## config.mk

```make
export PLATFORM = sky130hd
export DESIGN_NAME = operand_field_decoder
export DESIGN_NICKNAME = d
export VERILOG_FILES = /design/src/core/opdec_pkg.sv /design/src/core/operand_field_decoder.sv
export SDC_FILE = /design/constraint.sdc
export NUM_CORES = 1
export LEC_CHECK = 0
export ABC_AREA = 0
export BUFFER_PORTS_ARGS = -buffer_cell sky130_fd_sc_hd__buf_2
export CAP_MARGIN = 5
export CORE_UTILIZATION = 48
export DETAILED_ROUTE_END_ITERATION = 8
export PLACE_DENSITY = 0.79
export SETUP_SLACK_MARGIN = 0.2
export SYNTH_ARGS = -nofsm -noshare
export SYNTH_HDL_FRONTEND = slang
export SYNTH_SLANG_ARGS = --single-unit
```

## constraint.sdc

```tcl
create_clock -name clk_i -period 1.05 [get_ports clk_i]
set_input_delay 0.1575 -clock clk_i [delete_from_list [all_inputs] [get_ports clk_i]]
set_output_delay 0.1575 -clock clk_i [all_outputs]
set_load 0.02 [all_outputs]
```

## src/core/opdec_pkg.sv

```systemverilog
// Package: encodings, field positions and decode result types for the operand field decoder
package opdec_pkg;

  // Segment register selections
  typedef enum logic [2:0] {
    SEG_EXTRA = 3'h0,
    SEG_CODE  = 3'h1,
    SEG_STACK = 3'h2,
    SEG_DATA  = 3'h3,
    SEG_ADD1  = 3'h4,
    SEG_ADD2  = 3'h5
  } seg_t;

  // Register operand width
  typedef enum logic [1:0] {
    RW_BYTE_LO = 2'h0,
    RW_BYTE_HI = 2'h1,
    RW_WORD    = 2'h2,
    RW_DWORD   = 2'h3
  } reg_width_t;

  // Displacement size
  typedef enum logic [1:0] {
    DISP_NONE = 2'h0,
    DISP_8    = 2'h1,
    DISP_16   = 2'h2,
    DISP_32   = 2'h3
  } disp_t;

  // Source of the register operand code
  typedef enum logic [1:0] {
    RSRC_OPCODE = 2'h0,
    RSRC_MIDDLE = 2'h1,
    RSRC_LOCATOR = 2'h2
  } reg_src_t;

  // Addressing byte field positions
  localparam int MOD_HI = 7;
  localparam int MOD_LO = 6;
  localparam int MID_HI = 5;
  localparam int MID_LO = 3;
  localparam int LOC_HI = 2;
  localparam int LOC_LO = 0;

  // Scaled address byte field positions
  localparam int SC_HI = 7;
  localparam int SC_LO = 6;
  localparam int IX_HI = 5;
  localparam int IX_LO = 3;
  localparam int BS_HI = 2;
  localparam int BS_LO = 0;

  // Encodings
  localparam logic [1:0] CLASS_NODISP = 2'h0;
  localparam logic [1:0] CLASS_D8     = 2'h1;
  localparam logic [1:0] CLASS_DFULL  = 2'h2;
  localparam logic [1:0] CLASS_REG    = 2'h3;
  localparam logic [2:0] LOC_SCALED   = 3'h4;
  localparam logic [2:0] LOC_DIRECT16 = 3'h6;
  localparam logic [2:0] LOC_DIRECT32 = 3'h5;
  localparam logic [2:0] IDX_NONE     = 3'h4;
  localparam logic [2:0] REG_NONE     = 3'h0;
  localparam logic [2:0] REG_3        = 3'h3;
  localparam logic [2:0] REG_4        = 3'h4;
  localparam logic [2:0] REG_5        = 3'h5;
  localparam logic [2:0] REG_6        = 3'h6;
  localparam logic [2:0] REG_7        = 3'h7;

  // Register selection
  typedef struct packed {
    logic [2:0] num;
    reg_width_t width;
  } reg_sel_t;

  // Effective address form
  typedef struct packed {
    logic       is_reg;
    logic       sib_needed;
    logic       base_en;
    logic [2:0] base;
    logic       index_en;
    logic [2:0] index;
    logic [1:0] scale;
    disp_t      disp;
    logic       wide_addr;
    seg_t       seg;
  } ea_t;

endpackage : opdec_pkg

```

## src/core/operand_field_decoder.sv

```systemverilog
// Operand field decoder: register, segment and effective-address selection
//
// Behaviour
// - Byte mode: codes 0-3 low, 4-7 high bytes
// - Full size: whole register, 16 or 32 bits
// - Two-bit segment field picks four segments
// - Three-bit field adds two segments; 110/111 unused
// - Implied-mode instructions expect no addressing bytes
// - Scaled byte only: 32-bit, locator 100, class not 11
// - Scaled form from class, scale, index, base
// - Middle bits route as extension and register
// - Address size selects 16 or 32-bit table
// - Component width follows address size
// - 16-bit class 00 locator address forms
// - Classes 01/10 add d8/d16; 110 is reg5
// - Class 11 selects register via size rules
// - Real and virtual modes force default 16-bit
// - Size prefixes invert default for one instruction
// - Register code from opcode, middle or locator
`timescale 1ns/1ns

module operand_field_decoder
(
  // Clock and reset
  input  wire logic                clk_i,
  input  wire logic                rst_n_i,
  input  wire logic                ce_i,
  // Instruction fields
  input  wire logic                valid_i,
  input  wire logic [7:0]          addr_byte_i,
  input  wire logic [7:0]          scaled_byte_i,
  input  wire logic [2:0]          opcode_reg_i,
  input  wire opdec_pkg::reg_src_t reg_src_i,
  input  wire logic                full_size_flag_i,
  input  wire logic                implied_mode_i,
  input  wire logic [1:0]          seg_select_two_bit_i,
  input  wire logic [2:0]          seg_select_three_bit_i,
  // Mode and prefixes
  input  wire logic                segment_size_flag_i,
  input  wire logic                real_or_v86_i,
  input  wire logic                op_size_prefix_i,
  input  wire logic                addr_size_prefix_i,
  // Results
  output logic                     valid_o,
  output opdec_pkg::reg_sel_t      reg_sel_o,
  output opdec_pkg::reg_sel_t      rm_reg_sel_o,
  output logic [2:0]               ext_sel_o,
  output opdec_pkg::seg_t          seg2_o,
  output opdec_pkg::seg_t          seg3_o,
  output logic                     seg3_bad_o,
  output logic                     wide_data_o,
  output logic                     addr_byte_needed_o,
  output opdec_pkg::ea_t           ea_o
);

  // ==========================================================
  // Field extraction
  wire logic [1:0] addressing_class = addr_byte_i[opdec_pkg::MOD_HI:opdec_pkg::MOD_LO];
  wire logic [2:0] opcode_extension_bits = addr_byte_i[opdec_pkg::MID_HI:opdec_pkg::MID_LO];
  wire logic [2:0] operand_locator = addr_byte_i[opdec_pkg::LOC_HI:opdec_pkg::LOC_LO];
  wire logic [1:0] sc_scale = scaled_byte_i[opdec_pkg::SC_HI:opdec_pkg::SC_LO];
  wire logic [2:0] sc_index = scaled_byte_i[opdec_pkg::IX_HI:opdec_pkg::IX_LO];
  wire logic [2:0] sc_base  = scaled_byte_i[opdec_pkg::BS_HI:opdec_pkg::BS_LO];

  // ==========================================================
  // Effective sizes
  wire logic default_size = segment_size_flag_i & ~real_or_v86_i;
  wire logic wide_data = default_size ^ op_size_prefix_i;
  wire logic wide_addr = default_size ^ addr_size_prefix_i;

  // ==========================================================
  // Register selection
  function automatic opdec_pkg::reg_sel_t pick_reg(input logic [2:0] code,
                                                   input logic full, input logic wide);
    opdec_pkg::reg_sel_t r;
    r = '0;
    if (full)
    begin
      r.num   = code;
      r.width = wide ? opdec_pkg::RW_DWORD : opdec_pkg::RW_WORD;
    end
    else
    begin
      r.num   = {1'b0, code[1:0]};
      r.width = code[2] ? opdec_pkg::RW_BYTE_HI : opdec_pkg::RW_BYTE_LO;
    end
    return r;
  endfunction : pick_reg

  wire logic [2:0] reg_code = (reg_src_i == opdec_pkg::RSRC_OPCODE)  ? opcode_reg_i :
                              (reg_src_i == opdec_pkg::RSRC_MIDDLE)  ? opcode_extension_bits :
                              operand_locator;
  wire opdec_pkg::reg_sel_t reg_sel = pick_reg(reg_code, full_size_flag_i, wide_data);
  wire opdec_pkg::reg_sel_t rm_sel  = pick_reg(operand_locator, full_size_flag_i, wide_data);

  // ==========================================================
  // Segment selection
  wire opdec_pkg::seg_t seg2 = opdec_pkg::seg_t'({1'b0, seg_select_two_bit_i});
  wire logic            seg3_bad = seg_select_three_bit_i[2] & seg_select_three_bit_i[1];
  wire opdec_pkg::seg_t seg3 = seg3_bad ? opdec_pkg::SEG_DATA
                                        : opdec_pkg::seg_t'(seg_select_three_bit_i);

  // ==========================================================
  // Effective address decode
  wire logic is_reg_form = (addressing_class == opdec_pkg::CLASS_REG);
  wire logic sib_needed  = wide_addr & ~is_reg_form & ~implied_mode_i
                           & (operand_locator == opdec_pkg::LOC_SCALED);

  opdec_pkg::ea_t ea16;
  opdec_pkg::ea_t ea32;
  opdec_pkg::ea_t ea;

  always_comb
  begin
    ea16 = '0;
    ea16.wide_addr = 1'b0;
    ea16.seg       = opdec_pkg::SEG_DATA;
    ea16.disp      = (addressing_class == opdec_pkg::CLASS_D8)    ? opdec_pkg::DISP_8 :
                     (addressing_class == opdec_pkg::CLASS_DFULL) ? opdec_pkg::DISP_16 :
                     opdec_pkg::DISP_NONE;
    case (operand_locator)
      3'h0, 3'h1, 3'h2, 3'h3:
      begin
        ea16.base_en  = 1'b1;
        ea16.base     = operand_locator[1] ? opdec_pkg::REG_5 : opdec_pkg::REG_3;
        ea16.index_en = 1'b1;
        ea16.index    = operand_locator[0] ? opdec_pkg::REG_7 : opdec_pkg::REG_6;
        if (operand_locator[1])
          ea16.seg = opdec_pkg::SEG_STACK;
      end
      3'h4, 3'h5:
      begin
        ea16.base_en = 1'b1;
        ea16.base    = operand_locator[0] ? opdec_pkg::REG_7 : opdec_pkg::REG_6;
      end
      opdec_pkg::LOC_DIRECT16:
      begin
        if (addressing_class == opdec_pkg::CLASS_NODISP)
          ea16.disp = opdec_pkg::DISP_16;
        else
        begin
          ea16.base_en = 1'b1;
          ea16.base    = opdec_pkg::REG_5;
          ea16.seg     = opdec_pkg::SEG_STACK;
        end
      end
      default:
      begin
        ea16.base_en = 1'b1;
        ea16.base    = opdec_pkg::REG_3;
      end
    endcase
  end

  wire logic [2:0] base32 = sib_needed ? sc_base : operand_locator;
  wire logic       no_base32 = (addressing_class == opdec_pkg::CLASS_NODISP)
                               & (base32 == opdec_pkg::LOC_DIRECT32);

  always_comb
  begin
    ea32 = '0;
    ea32.wide_addr  = 1'b1;
    ea32.sib_needed = sib_needed;
    ea32.base_en    = ~no_base32;
    ea32.base       = base32;
    ea32.disp       = (addressing_class == opdec_pkg::CLASS_D8)    ? opdec_pkg::DISP_8 :
                      (addressing_class == opdec_pkg::CLASS_DFULL) ? opdec_pkg::DISP_32 :
                      no_base32 ? opdec_pkg::DISP_32 : opdec_pkg::DISP_NONE;
    ea32.seg        = (ea32.base_en & ((base32 == opdec_pkg::REG_4)
                       | (base32 == opdec_pkg::REG_5))) ? opdec_pkg::SEG_STACK
                                                        : opdec_pkg::SEG_DATA;
    if (sib_needed && sc_index != opdec_pkg::IDX_NONE)
    begin
      ea32.index_en = 1'b1;
      ea32.index    = sc_index;
      ea32.scale    = sc_scale;
    end
  end

  always_comb
  begin
    ea = wide_addr ? ea32 : ea16;
    if (is_reg_form || implied_mode_i)
    begin
      ea        = '0;
      ea.is_reg = is_reg_form & ~implied_mode_i;
      ea.wide_addr = wide_addr;
      ea.seg    = opdec_pkg::SEG_DATA;
    end
  end

  // ==========================================================
  // Output registers
  always_ff @(posedge clk_i or negedge rst_n_i)
  begin
    if (!rst_n_i)
    begin
      valid_o            <= 1'b0;
      reg_sel_o          <= '0;
      rm_reg_sel_o       <= '0;
      ext_sel_o          <= 3'h0;
      seg2_o             <= opdec_pkg::SEG_EXTRA;
      seg3_o             <= opdec_pkg::SEG_EXTRA;
      seg3_bad_o         <= 1'b0;
      wide_data_o        <= 1'b0;
      addr_byte_needed_o <= 1'b0;
      ea_o               <= '0;
    end
    else if (ce_i)
    begin
      valid_o            <= valid_i;
      reg_sel_o          <= reg_sel;
      rm_reg_sel_o       <= rm_sel;
      ext_sel_o          <= opcode_extension_bits;
      seg2_o             <= seg2;
      seg3_o             <= seg3;
      seg3_bad_o         <= seg3_bad;
      wide_data_o        <= wide_data;
      addr_byte_needed_o <= ~implied_mode_i;
      ea_o               <= ea;
    end
  end

endmodule : operand_field_decoder

```

==> results.txt <==
post-route insts no fill: 367
vias in the first global route: 2,132
endpoint type of the worst setup path: register
final-report hold violation count: 0
Post-DRT Antenna Nets: 0
TritonRoute pass-1 iters: 6
Hold Path Origin: seg_select_two_bit_i[0]
worst path arrival time: 1.41 ns
max_cap viols: 0
Critical Path RT: 1.29 ns
Clock Skew: 0 ns
Iteration-0 DRC Markers: 304
terminus of the critical flop-to-flop path: ea_o[9]
Hold Crit Depth: 2
IO Port Bufs: 74
Root Buffer Master: clkbuf_8
RSZ-0062 raised after global routing: true
I/O pin total: 77
mapped cell area: 1891 µm²
Syn Inst Count: 176
via/cell ratio: 6.488
CP Class: in -> reg
startpoint types: input pin
pre-CTS setup slack: -0.3498 ns
failing checks: setup timing
Ant. Diodes: 0
top cell type's share of synthesized area: 50.30%
CTS sink cnt: 38
Slew Viols, Final: 0
synth unique cells: 46
GPL Wtd Cong: 0.9800
Hold Crit Class: in -> reg
first-pass GRT wire length: 10.55 mm
min cycle time layout: 1.178 ns
Top FF cell, synth: dfrtp_1
sequential element share of the synthesized area: 50.30%
clock tree buffer depth: 2
share of cells above drive strength 1: 66.77%
GRT Overall Usage: 34.43%
WHS Endpoint: seg2_o[0]
largest net degree at the start of global routing: 39
std cell rows: 22
starting density of the core: 50.88%
most area-consuming cells after synthesis: dfrtp_1 50%, mux2_2 7.1%, o21ai_0 3.4%
Post-synth EDFFs: 0
final WL: 9.560 mm
worst r2r src: ea_o[9]
Worst Path Max Fanout: 4
status: finished with violations
FF-to-FF setup slack: -0.04 ns
setup ws final: -0.1277 ns
number of synthesized register bits: 38
CTS tree: built
Pleak: 0.001673 µW
placed instance count: 323
period utilization: 112.2%
Max VDD drop: 0.0009608 V
DR vias: 2,381
Power Total: 4453 µW
wire per inst: 26.05 µm
clk_lat worst skew: 0.29 ns
ys async rst share: 100.0%
Setup TNS Final: -0.4908 ns
Layout area overhead: 86.57%
fin util: 94.92%
core outline area: 3716 µm²
H-tree Lvls: 2
Die Area: 4194 µm²
initial antenna violation count: 0
gr ovfl total: 0
die height: 64.76 µm
Synth area leader: dfrtp_1
Post-Syn Area per Cell: 10.74 µm²
Layout Nets: 354
HPWL after DPL: 3.770 mm
synth warn: 0
CTS clk-pin slew, worst paths: 0.08 ns
max frequency: 849.1 MHz
die width: 64.76 µm
# setup viols final: 9
Remaining DRCs: 0
CTS buffer count: 5
cells on worst reg2reg path: 2
power density over the cells: 1263 nW/µm²
per-layer routing:
layer | up-vias | routed length (µm) | GRT usage [%]
met2 | 265 | 4497 | 59.90
met5 | - | 0 | 0
met3 | 89 | 1143 | 9.507
met1 | 1118 | 3095 | 38.68
met4 | 0 | 825 | 16.11
li1 | 909 | - | -
worst max-delay path by stage:
stage	slack, ns	endpoint	depth (start not counted)	start
6_report	-0.13	ea_o[6]	7	real_or_v86_i
5_1_grt	-0.24	ea_o[10]	6	segment_size_flag_i
4_1_cts	0.003	ea_o[0]	6	addr_byte_i[6]
3_5_place_dp	-0.35	ea_o[5]	7	real_or_v86_i
3_3_place_gp	-0.31	ea_o[0]	6	addr_byte_i[6]
2_1_floorplan	-0.19	ea_o[15]	5	addr_byte_i[7]
synthesized netlist by cell type (2+ instances only):
cell type	n
a21o_1	2
o31ai_1	3
nor2b_1	3
xnor2_1	2
nor2_1	12
a22oi_1	2
a31o_2	3
clkbuf_1	5
o2bb2ai_1	6
dfrtp_1	38
nand2b_1	2
inv_1	8
nand3_1	3
nor3_1	3
nand2_1	12
o21ai_0	13
a221o_1	2
buf_4	4
mux2i_1	3
buf_2	3
mux2_2	12
a21oi_1	11
registers in the layout (all words and copies together), names as in the netlist:
register            count
wide_data_o             1
rm_reg_sel_o            4
reg_sel_o               5
seg3_o                  3
ea_o                   17
valid_o                 1
seg3_bad_o              1
addr_byte_needed_o      1
seg2_o                  2
ext_sel_o               3
cells in the final DEF (no fill, tap or decap), types with 3 or more instances in the layout:
cell / Yosys / routed
a31o_2: 3 / 3
mux2_2: 12 / 5
nand2_1: 12 / 10
o2bb2ai_1: 6 / 3
o21ai_0: 13 / 10
nor2_4: 0 / 4
buf_2: 3 / 30
mux2i_1: 3 / 3
o2bb2ai_2: 0 / 3
a21oi_1: 11 / 6
clkbuf_8: 0 / 5
buf_4: 4 / 60
nor2_1: 12 / 9
mux2_4: 0 / 7
buf_6: 1 / 52
dfrtp_1: 38 / 37
inv_1: 8 / 7
a21oi_2: 1 / 5
final cells by class:
class / instances / area (µm²)
timing repair buffer: 147 / 1254
clock inverter: 3 / 40.04
clock buffer: 5 / 68.82
inverter: 8 / 33.78
multi-input combinational: 118 / 1119
tap: 48 / 60.06
fill: 94 / 188.9
sequential: 38 / 952.2
stage by stage:
stage	area (µm²)	hold slack, ns
after floorplan	1971	-0.1381
after global placement	2586	0.1414
after detailed placement	2586	0.1401
after CTS	3314	0.09821
after global routing	3527	0.1027
final	3527	0.1105
cells by family after synthesis:
family | count (synthesis) | share of synthesized area (%)
AOI/OAI and AO/OA | 51 | 19.26
buffers and inverters | 21 | 5.559
DFF | 38 | 50.30
muxes | 15 | 8.736
and+or+nand+nor | 47 | 13.57
other | 1 | 0.1984
xor gates and xnor gates | 3 | 2.383
what timing repair did:
item,in CTS,in global routing
setup endpoints to repair,56,62
buffers inserted,24,11
cloned,0,0
hold endpoints to repair,38,0
resized for setup,115,32
hold buffers,1,0
pin swaps,22,15
report_power, final:
| group | switching [µW] | internal (µW) |
|---|---|---|
| Clock | 546 | 699 |
| Combinational | 753 | 752 |
| Sequential | 116 | 1590 |
critical path, cell delays in order:
cell     delay (ns)
buf_6          0.10
nor2b_4        0.17
xor2_4         0.28
buf_6          0.17
nand2_8        0.07
nor3b_4        0.27
a31o_2         0.21
No activity file was read; power rests on OpenSTA's default activity.
